File: config.mk
export PLATFORM = sky130hd
export DESIGN_NAME = ues_endpoint_ctrl
export DESIGN_NICKNAME = d
export VERILOG_FILES = /design/src/rtl/ues_pkg.sv /design/src/rtl/ues_byte_buf.sv /design/src/rtl/ues_endpoint_ctrl.sv
export VERILOG_INCLUDE_DIRS = /design/src /design/src/rtl
export SDC_FILE = /design/constraint.sdc
export NUM_CORES = 2
export LEC_CHECK = 0
export ABC_AREA = 1
export BUFFER_PORTS_ARGS = -buffer_cell sky130_fd_sc_hd__clkbuf_2
export CAP_MARGIN = 10
export CORE_ASPECT_RATIO = 0.7
export CORE_MARGIN = 2
export CORE_UTILIZATION = 35
export CTS_BUF_LIST = sky130_fd_sc_hd__clkbuf_4 sky130_fd_sc_hd__clkbuf_8 sky130_fd_sc_hd__clkbuf_16
export DETAILED_ROUTE_END_ITERATION = 7
export SLEW_MARGIN = 20
export SYNTH_ARGS = -nofsm -noshare
export SYNTH_HDL_FRONTEND = slang
export SYNTH_SLANG_ARGS = --single-unit
File: constraint.sdc
create_clock -name clk -period 5.97 [get_ports clk]
set_input_delay 0.597 -clock clk [delete_from_list [all_inputs] [get_ports clk]]
set_output_delay 0.597 -clock clk [all_outputs]
set_load 0.02 [all_outputs]
File: src/rtl/ues_map.svh
`ifndef UES_MAP_SVH
`define UES_MAP_SVH

// ==========================================================
// register byte offsets on the apb window
`define UES_OFS_STALL_LOW   8'h00
`define UES_OFS_STALL_HIGH  8'h04
`define UES_OFS_SETUP_PORT  8'h08
`define UES_OFS_CIN_PORT    8'h0c
`define UES_OFS_COUT_PORT   8'h10
`define UES_OFS_IIN_PORT    8'h14
`define UES_OFS_RX_SIZE     8'h18
`define UES_OFS_CTRL        8'h1c

// ==========================================================
// stall register fields
`define UES_STL_LOW_EP0     0
`define UES_STL_LOW_EP1I    3
`define UES_STL_LOW_EP2I    4
`define UES_STL_LOW_EP2O    5
`define UES_STL_LOW_EP3I    6
`define UES_STL_LOW_EP3O    7
`define UES_STL_LOW_WMASK   8'hf9
`define UES_STL_HIGH_EP4I   0
`define UES_STL_HIGH_EP4O   1
`define UES_STL_HIGH_EP5I   2
`define UES_STL_HIGH_WMASK  8'h87
`define UES_STL_HIGH_STLMSK 8'h07
`define UES_STL_CANCEL_ALL  8
`define UES_STL_RESET       8'h00

// ==========================================================
// control/status word fields
`define UES_CTRL_SETUP_FLAG 0
`define UES_CTRL_RDW_LSB    1
`define UES_RDW_RESET       2'h0

// ==========================================================
// sizes and reset values
`define UES_SETUP_BYTES     8
`define UES_PORT_RESET      8'h00
`define UES_RX_SIZE_BITS    7

`endif

File: src/rtl/ues_pkg.sv
package ues_pkg;

  // answer given to a host token
  typedef enum logic [1:0] {
    UES_ANS_PASS,
    UES_ANS_STALL,
    UES_ANS_ZLP,
    UES_ANS_NONE
  } ues_ans_t;

  // apb access sequencer
  typedef enum logic [1:0] {
    UES_ST_IDLE,
    UES_ST_BYTE,
    UES_ST_DONE
  } ues_state_t;

endpackage

File: src/rtl/ues_byte_buf.sv
`timescale 1ns/1ps
`include "ues_map.svh"

// byte queue behind one endpoint data port
module ues_byte_buf #(
  parameter int DEPTH = 64,
  parameter int CW    = $clog2(DEPTH) + 1
) (
  input  wire logic          clk,
  input  wire logic          rst,
  input  wire logic          clr,
  input  wire logic          push,
  input  wire logic [7:0]    push_data,
  input  wire logic          pop,
  output logic      [7:0]    pop_data,
  output logic      [CW-1:0] count,
  output logic               full,
  output logic               empty
);

  localparam int AW = $clog2(DEPTH);

  if ((DEPTH < 2) || ((DEPTH & (DEPTH - 1)) != 0)) begin : g_bad_depth
    $error("ues_byte_buf depth must be a power of two, at least 2");
  end

  logic [7:0]    mem_q [DEPTH];
  logic [AW-1:0] wr_q;
  logic [AW-1:0] rd_q;
  logic [CW-1:0] cnt_q;
  logic          do_push;
  logic          do_pop;

  // =========================================================
  // pointer guards: overflow drops, underflow returns zero
  assign full     = (cnt_q == CW'(DEPTH));
  assign empty    = (cnt_q == '0);
  assign do_push  = push & ~full & ~clr;
  assign do_pop   = pop & ~empty & ~clr;
  assign pop_data = empty ? `UES_PORT_RESET : mem_q[rd_q];
  assign count    = cnt_q;

  // storage has no reset, only valid entries are ever read
  always_ff @(posedge clk) begin
    if (do_push) begin
      mem_q[wr_q] <= push_data;
    end
  end

  // pointers and occupancy
  always_ff @(posedge clk) begin
    if (rst || clr) begin
      wr_q  <= '0;
      rd_q  <= '0;
      cnt_q <= '0;
    end else begin
      if (do_push) begin
        wr_q <= wr_q + 1'b1;
      end
      if (do_pop) begin
        rd_q <= rd_q + 1'b1;
      end
      cnt_q <= cnt_q + CW'(do_push) - CW'(do_pop);
    end
  end

endmodule

File: src/rtl/ues_endpoint_ctrl.sv
`timescale 1ns/1ps
`include "ues_map.svh"

module ues_endpoint_ctrl
  import ues_pkg::*;
#(
  parameter int EP0_IN_DEPTH  = 64,
  parameter int EP1_IN_DEPTH  = 64,
  parameter int EP0_OUT_DEPTH = 64
) (
  input  wire logic        clk,
  input  wire logic        rst,
  // apb slave
  input  wire logic        psel,
  input  wire logic        penable,
  input  wire logic        pwrite,
  input  wire logic [7:0]  paddr,
  input  wire logic [31:0] pwdata,
  input  wire logic [3:0]  pstrb,
  output logic      [31:0] prdata,
  output logic             pready,
  output logic             pslverr,
  // token side, from the serial engine on this clock
  input  wire logic        tok_valid,
  input  wire logic [3:0]  tok_ep,
  input  wire logic        tok_in,
  input  wire logic        tok_setup,
  output logic             ans_valid,
  output ues_ans_t         ans_code,
  // setup stage bytes
  input  wire logic        setup_start,
  input  wire logic        setup_byte_valid,
  input  wire logic [7:0]  setup_byte,
  input  wire logic        setup_end,
  // control-out data from the host
  input  wire logic        out_byte_valid,
  input  wire logic [7:0]  out_byte,
  // control-in and interrupt-in data toward the host
  input  wire logic        ep0_in_pop,
  output logic             ep0_in_valid,
  output logic      [7:0]  ep0_in_byte,
  input  wire logic        ep1_in_pop,
  output logic             ep1_in_valid,
  output logic      [7:0]  ep1_in_byte
);

  localparam int C0W = $clog2(EP0_IN_DEPTH) + 1;
  localparam int C1W = $clog2(EP1_IN_DEPTH) + 1;
  localparam int COW = $clog2(EP0_OUT_DEPTH) + 1;
  localparam int CSW = $clog2(`UES_SETUP_BYTES) + 1;

  if (EP0_OUT_DEPTH > 64) begin : g_bad_out
    $error("control-out depth must fit the 7-bit receive size");
  end

  // ==========================================================
  // state
  ues_state_t  state_q;
  logic [1:0]  idx_q;
  logic [31:0] rdata_q;
  logic        pready_q;
  logic        pslverr_q;
  logic [7:0]  stall_low_q;
  logic [7:0]  stall_low_d;
  logic [7:0]  stall_high_q;
  logic [7:0]  stall_high_d;
  logic        setup_flag_q;
  logic [1:0]  rd_width_q;
  logic        iso_zlp_done_q;
  logic        ans_valid_q;
  ues_ans_t    ans_code_q;
  ues_ans_t    ans_code_d;
  logic        ep0_in_valid_q;
  logic [7:0]  ep0_in_byte_q;
  logic        ep1_in_valid_q;
  logic [7:0]  ep1_in_byte_q;

  // ==========================================================
  // address decode
  wire sel_low   = (paddr == `UES_OFS_STALL_LOW);
  wire sel_high  = (paddr == `UES_OFS_STALL_HIGH);
  wire sel_setup = (paddr == `UES_OFS_SETUP_PORT);
  wire sel_cin   = (paddr == `UES_OFS_CIN_PORT);
  wire sel_cout  = (paddr == `UES_OFS_COUT_PORT);
  wire sel_iin   = (paddr == `UES_OFS_IIN_PORT);
  wire sel_size  = (paddr == `UES_OFS_RX_SIZE);
  wire sel_ctrl  = (paddr == `UES_OFS_CTRL);
  wire sel_port  = sel_setup | sel_cin | sel_cout | sel_iin;
  wire mapped    = sel_port | sel_low | sel_high | sel_size | sel_ctrl;
  wire setup_ph  = psel & ~penable & (state_q == UES_ST_IDLE);

  // the write lands on the edge where the master sees pready
  wire reg_wr    = psel & penable & pwrite & (state_q == UES_ST_DONE);
  wire wr_low    = reg_wr & sel_low & pstrb[0];
  wire wr_high   = reg_wr & sel_high & pstrb[0];
  wire wr_ctrl   = reg_wr & sel_ctrl & pstrb[0];
  wire cancel_all = reg_wr & sel_high & pstrb[1] & pwdata[`UES_STL_CANCEL_ALL];

  // ==========================================================
  // byte lane sequencing for data ports
  wire [1:0] rd_last  = (rd_width_q == 2'h0) ? 2'h0 :
                        (rd_width_q == 2'h1) ? 2'h1 : 2'h3;
  wire       lane_on  = pwrite ? pstrb[idx_q] : (idx_q <= rd_last);
  wire       byte_go  = (state_q == UES_ST_BYTE) & lane_on;
  wire [7:0] lane_wd  = pwdata[8*idx_q +: 8];
  wire       setup_pop = byte_go & sel_setup & ~pwrite;
  wire       cout_pop  = byte_go & sel_cout & ~pwrite;
  wire       cin_push  = byte_go & sel_cin & pwrite;
  wire       iin_push  = byte_go & sel_iin & pwrite;

  // ==========================================================
  // endpoint buffers
  logic [7:0]     setup_pd;
  logic [CSW-1:0] setup_cnt;
  logic [7:0]     cout_pd;
  logic [COW-1:0] cout_cnt;
  logic [7:0]     cin_pd;
  logic           cin_empty;
  logic [7:0]     iin_pd;
  logic           iin_empty;

  // a fresh setup stage discards any unread command bytes
  ues_byte_buf #(.DEPTH(`UES_SETUP_BYTES)) u_setup_buf (
    .clk       (clk),
    .rst       (rst),
    .clr       (setup_start),
    .push      (setup_byte_valid),
    .push_data (setup_byte),
    .pop       (setup_pop),
    .pop_data  (setup_pd),
    .count     (setup_cnt),
    .full      (),
    .empty     ()
  );

  ues_byte_buf #(.DEPTH(EP0_OUT_DEPTH)) u_cout_buf (
    .clk       (clk),
    .rst       (rst),
    .clr       (1'b0),
    .push      (out_byte_valid),
    .push_data (out_byte),
    .pop       (cout_pop),
    .pop_data  (cout_pd),
    .count     (cout_cnt),
    .full      (),
    .empty     ()
  );

  ues_byte_buf #(.DEPTH(EP0_IN_DEPTH)) u_cin_buf (
    .clk       (clk),
    .rst       (rst),
    .clr       (1'b0),
    .push      (cin_push),
    .push_data (lane_wd),
    .pop       (ep0_in_pop),
    .pop_data  (cin_pd),
    .count     (),
    .full      (),
    .empty     (cin_empty)
  );

  ues_byte_buf #(.DEPTH(EP1_IN_DEPTH)) u_iin_buf (
    .clk       (clk),
    .rst       (rst),
    .clr       (1'b0),
    .push      (iin_push),
    .push_data (lane_wd),
    .pop       (ep1_in_pop),
    .pop_data  (iin_pd),
    .count     (),
    .full      (),
    .empty     (iin_empty)
  );

  // ==========================================================
  // register read data; write-only ports read as zero
  wire [7:0] lane_rd = sel_setup ? setup_pd : sel_cout ? cout_pd : `UES_PORT_RESET;
  wire [6:0] rx_size = `UES_RX_SIZE_BITS'(cout_cnt);
  wire [31:0] reg_rd = sel_low  ? {24'h000000, stall_low_q} :
                       sel_high ? {24'h000000, stall_high_q} :
                       sel_size ? {25'h0000000, rx_size} :
                       sel_ctrl ? {29'h00000000, rd_width_q, setup_flag_q} :
                       32'h00000000;

  // ==========================================================
  // apb sequencer: ports take four byte slots, others answer at once
  always_ff @(posedge clk) begin
    if (rst) begin
      state_q   <= UES_ST_IDLE;
      idx_q     <= 2'h0;
      rdata_q   <= 32'h00000000;
      pready_q  <= 1'b0;
      pslverr_q <= 1'b0;
    end else begin
      case (state_q)
        UES_ST_IDLE: begin
          if (setup_ph) begin
            idx_q     <= 2'h0;
            rdata_q   <= reg_rd;
            pslverr_q <= ~mapped;
            state_q   <= sel_port ? UES_ST_BYTE : UES_ST_DONE;
            pready_q  <= ~sel_port;
          end
        end
        UES_ST_BYTE: begin
          if (!pwrite) begin
            rdata_q[8*idx_q +: 8] <= lane_on ? lane_rd : 8'h00;
          end
          idx_q <= idx_q + 2'h1;
          if (idx_q == 2'h3) begin
            state_q  <= UES_ST_DONE;
            pready_q <= 1'b1;
          end
        end
        default: begin
          state_q   <= UES_ST_IDLE;
          pready_q  <= 1'b0;
          pslverr_q <= 1'b0;
        end
      endcase
    end
  end

  // ==========================================================
  // stall bits; they change only by write, cancel or setup
  always_comb begin
    stall_low_d  = stall_low_q;
    stall_high_d = stall_high_q;
    if (cancel_all) begin
      stall_low_d  = `UES_STL_RESET;
      stall_high_d = stall_high_q & ~`UES_STL_HIGH_STLMSK;
    end
    if (wr_low) begin
      stall_low_d = pwdata[7:0] & `UES_STL_LOW_WMASK;
      if (setup_flag_q && pwdata[`UES_STL_LOW_EP0]) begin
        stall_low_d[`UES_STL_LOW_EP0] = stall_low_q[`UES_STL_LOW_EP0];
      end
    end
    if (wr_high) begin
      stall_high_d = pwdata[7:0] & `UES_STL_HIGH_WMASK;
    end
    // hardware clear outranks a software write in the same cycle
    if (setup_end) begin
      stall_low_d[`UES_STL_LOW_EP0] = 1'b0;
    end
  end

  always_ff @(posedge clk) begin
    if (rst) begin
      stall_low_q  <= `UES_STL_RESET;
      stall_high_q <= `UES_STL_RESET;
    end else begin
      stall_low_q  <= stall_low_d;
      stall_high_q <= stall_high_d;
    end
  end

  // setup flag: set on a completed setup stage, write 1 clears, set wins
  always_ff @(posedge clk) begin
    if (rst) begin
      setup_flag_q <= 1'b0;
      rd_width_q   <= `UES_RDW_RESET;
    end else begin
      if (setup_end) begin
        setup_flag_q <= 1'b1;
      end else if (wr_ctrl && pwdata[`UES_CTRL_SETUP_FLAG]) begin
        setup_flag_q <= 1'b0;
      end
      if (wr_ctrl) begin
        rd_width_q <= pwdata[`UES_CTRL_RDW_LSB +: 2];
      end
    end
  end

  // ==========================================================
  // token answers
  wire iso_in_stl  = stall_low_q[`UES_STL_LOW_EP3I];
  wire iso_out_stl = stall_low_q[`UES_STL_LOW_EP3O];
  wire ep_stalled  =
    (tok_ep == 4'h0) ? stall_low_q[`UES_STL_LOW_EP0] :
    (tok_ep == 4'h1) ? (tok_in & stall_low_q[`UES_STL_LOW_EP1I]) :
    (tok_ep == 4'h2) ? (tok_in ? stall_low_q[`UES_STL_LOW_EP2I]
                               : stall_low_q[`UES_STL_LOW_EP2O]) :
    (tok_ep == 4'h4) ? (tok_in ? stall_high_q[`UES_STL_HIGH_EP4I]
                               : stall_high_q[`UES_STL_HIGH_EP4O]) :
    (tok_ep == 4'h5) ? (tok_in & stall_high_q[`UES_STL_HIGH_EP5I]) :
    1'b0;
  wire is_iso      = (tok_ep == 4'h3);

  // setup tokens are always accepted so a stalled pipe can recover
  always_comb begin
    ans_code_d = UES_ANS_PASS;
    if (tok_setup) begin
      ans_code_d = UES_ANS_PASS;
    end else if (is_iso) begin
      if (tok_in && iso_in_stl) begin
        ans_code_d = iso_zlp_done_q ? UES_ANS_NONE : UES_ANS_ZLP;
      end else if (!tok_in && iso_out_stl) begin
        ans_code_d = UES_ANS_NONE;
      end
    end else if (ep_stalled) begin
      ans_code_d = UES_ANS_STALL;
    end
  end

  always_ff @(posedge clk) begin
    if (rst) begin
      ans_valid_q    <= 1'b0;
      ans_code_q     <= UES_ANS_PASS;
      iso_zlp_done_q <= 1'b0;
    end else begin
      ans_valid_q <= tok_valid;
      if (tok_valid) begin
        ans_code_q <= ans_code_d;
      end
      // the zero-length reply is armed again once the stall is lifted
      if (!iso_in_stl) begin
        iso_zlp_done_q <= 1'b0;
      end else if (tok_valid && !tok_setup && is_iso && tok_in) begin
        iso_zlp_done_q <= 1'b1;
      end
    end
  end

  // ==========================================================
  // in data toward the serial engine, one cycle after the pop
  always_ff @(posedge clk) begin
    if (rst) begin
      ep0_in_valid_q <= 1'b0;
      ep0_in_byte_q  <= `UES_PORT_RESET;
      ep1_in_valid_q <= 1'b0;
      ep1_in_byte_q  <= `UES_PORT_RESET;
    end else begin
      ep0_in_valid_q <= ep0_in_pop & ~cin_empty;
      ep1_in_valid_q <= ep1_in_pop & ~iin_empty;
      if (ep0_in_pop && !cin_empty) begin
        ep0_in_byte_q <= cin_pd;
      end
      if (ep1_in_pop && !iin_empty) begin
        ep1_in_byte_q <= iin_pd;
      end
    end
  end

  // ==========================================================
  // outputs, all from flops
  assign prdata       = rdata_q;
  assign pready       = pready_q;
  assign pslverr      = pslverr_q;
  assign ans_valid    = ans_valid_q;
  assign ans_code     = ans_code_q;
  assign ep0_in_valid = ep0_in_valid_q;
  assign ep0_in_byte  = ep0_in_byte_q;
  assign ep1_in_valid = ep1_in_valid_q;
  assign ep1_in_byte  = ep1_in_byte_q;

endmodule

==> metrics.csv <==
metric,value,unit
run status,completed,
Post-Synth XOR/XNOR Area,0.000492,
WS Path Type,reg -> reg,
Worst Path Required,6.71,ns
Post-Synth Simple-Gate Area,0.150,
Yosys top cell area share,0.675,
worst vdd ir,0.000299,V
number of global-route vias before repair,45272,
largest family of logic cells by synthesized area,simple AND/OR/NAND/NOR gates,
largest net degree at the start of global routing,176,
leakage dissipation,26.7,nW
Worst Hold Class,in -> reg,
Cell variety after synth,51,
detailed-route DRC error count,0,
via count,48133,
clk_lat worst skew,0.83,ns
final-report hold violation count,0,
Die X,543,um
Final ANT Viol Nets,0,
# H-tree levels,4,
Post-synth EDFFs,1600,
GPL Wtd Cong,0.877,
GRT Util Overall,0.192,
Root Driver,clkbuf_16,
Final Critical Period,4.48,ns
Fill cells,19040,
"flops & latches, synth",1748,
CTS Buf Count,172,
hold path depth,3,
RSZ-0062 raised after global routing,no,
Setup TNS,0,ns
clk sinks,1748,
Max Buffers Root-to-Sink,3,
crit path capture type,flip-flop,
Synth Warn #,0,
total routed wirelength,204,mm
leading post-synthesis cells by cell area,"edfxtp_1, nor2_1, nand2_1",
total gr overflow,0,
DR vias/cell,5.42,
synthesized instance count,5993,
post-CTS sizing,0,
prevailing post-synth register cell,edfxtp_1,
final worst-path cycle share,0.750,
post-synthesis mux area share,0,
layout cells sized above 1,0.0910,
CTS tree,yes,
MaxCap Viol Count,0,
post-synthesis sequential area ratio,0.716,
synthesized area,71200,um^2
DP HPWL,122,mm
Slew Limit Fails,0,
Post-Syn Nets,6122,
adder-cell area share of the yosys netlist,0.00938,
drt first pass iters,6,
DIE AREA,207000,um^2
R2R depth,17,
# nets final,6134,
compound-cell area share of the yosys netlist,0.0887,
Rows,138,
Die Y,381,um
worst clock skew,0.0700,ns
asr flop ratio synth,0,
crit start category,flip-flop,
wire per inst,22.9,um
Starting Density,0.352,
cell taking the most area after synthesis,edfxtp_1,
first-pass GRT wire length,300,mm
clock slew at reported path FFs,0.06,ns
arrival time at the worst endpoint,5.22,ns
I/O pins,133,
PwrDens,351,nW/um^2
f_max,223,MHz
final-report setup violation count,0,
critical-path maximum fanout,19,
antenna violations before repair,12,
area grow syn2layout,12.7,%
DRT iter0 DRCs,6989,
Slew @ Worst Pin,1.14,ns
port bufs,132,
fin util,0.397,
core area,202000,um^2
most common cell in the netlist,edfxtp_1,
relative slew slack,0.242,
most frequent cells after synthesis,"edfxtp_1, nor2_1, nand2_1",
"Avg Cell Area, Syn",11.9,um^2
power breakdown:
group          switching [W]  internal (W)  total (W)  leakage [nW]
clock network        0.00490       0.00633     0.0112          2.91
logic                0.00236      0.000875    0.00323          8.21
registers           0.000194        0.0135     0.0137          15.6
total                0.00745        0.0207     0.0281          26.7
cells by family (layout without fill, tap and decap cells):
kind of cell / after synthesis / in the layout
buffers and inverters: 549 / 709
adders and majority gates: 51 / 51
xor gates and xnor gates: 4 / 4
AOI/OAI and AO/OA: 1097 / 1097
DFF: 1748 / 1748
and+or+nand+nor: 2544 / 2544
other: 0 / 3
per-layer routing:
layer	up-vias	wire [um]	GRT usage
li1	21731	-	-
met1	23733	89900	0.285
met2	2358	88500	0.279
met3	303	19200	0.0405
met4	8	6020	0.0585
met5	-	50	0
what timing repair did:
item / CTS / global route
setup endpoints to repair: 0 / 0
endpoints found under the hold margin: 5 / 0
buffers inserted: 0 / 0
hold buffers: 4 / 0
sequential cells by signal, indices dropped and copies added (netlist names), 7 cells and up, named ones only:
signal             flops
u_cin_buf.mem_q      512
u_cout_buf.mem_q     512
u_iin_buf.mem_q      512
u_setup_buf.mem_q     64
prdata                32
ep0_in_byte            8
ep1_in_byte            8
u_cin_buf.count        7
u_cout_buf.count       7
u_iin_buf.count        7
placed cells by master (no fill, tap or decap), types with 26 or more instances in the layout:
master	count
clkbuf_2	131
a21oi_1	111
nor2_1	906
o22ai_1	159
o21ai_0	611
clkbuf_4	46
nor3_1	26
ha_1	47
clkinv_1	30
nand4_1	66
nand3_1	603
buf_4	50
edfxtp_1	1600
dfxtp_1	138
nand2_1	902
inv_1	165
clkbuf_16	176
o211ai_1	61
o221ai_1	100
cell type report:
class	instances	area, um^2	area share
clock inverters	82	931	0.0116
clock buffers	240	5000	0.0623
multi-input cells	3696	17800	0.222
flip-flops and latches	1748	51000	0.636
repair buffers	195	1280	0.0159
diodes	3	7.51	0.0000936
well taps	2730	3420	0.0426
inverters	192	742	0.00925
worst max-delay path, stage by stage, from the launching register on:
cell	delay, ns
dfxtp_1	0.32
inv_1	0.08
ha_1	0.18
inv_1	0.04
o31ai_1	0.57
clkinv_1	0.82
ha_1	0.55
inv_1	0.06
ha_1	0.17
inv_1	0.06
fa_1	0.43
o31ai_1	0.37
inv_1	0.09
nor2_1	0.13
nor2_1	0.07
o21bai_1	0.17
o21ai_0	0.12
a21oi_1	0.17
metrics by stage:
step	area, um^2	setup slack [ns]	hold WS [ns]	power (W)	std cells
after floorplan	71200	0.557	0.435	0.0159	5993
after global placement	74200	1.77	0.446	0.0171	8556
after detailed placement	74300	1.63	0.456	0.0171	8557
after CTS	80200	1.60	0.00391	0.0282	8883
after global routing	80200	1.25	0.0290	0.0291	8884
final	80200	1.49	0.0431	0.0281	8886
path summary, 6_finish.rpt:
path,startpoint,to,slack (ns)
worst min-delay path,pwdata[4],stall_low_q[4],0.04
worst max-delay path,u_iin_buf.count[4],u_iin_buf.count[6],1.49
worst max register to register,u_iin_buf.count[4],u_iin_buf.count[6],1.49
worst min register to register,u_cout_buf.rd_q[5],u_cout_buf.rd_q[5],0.46
Note: power is estimated with default switching activity, not from simulation.
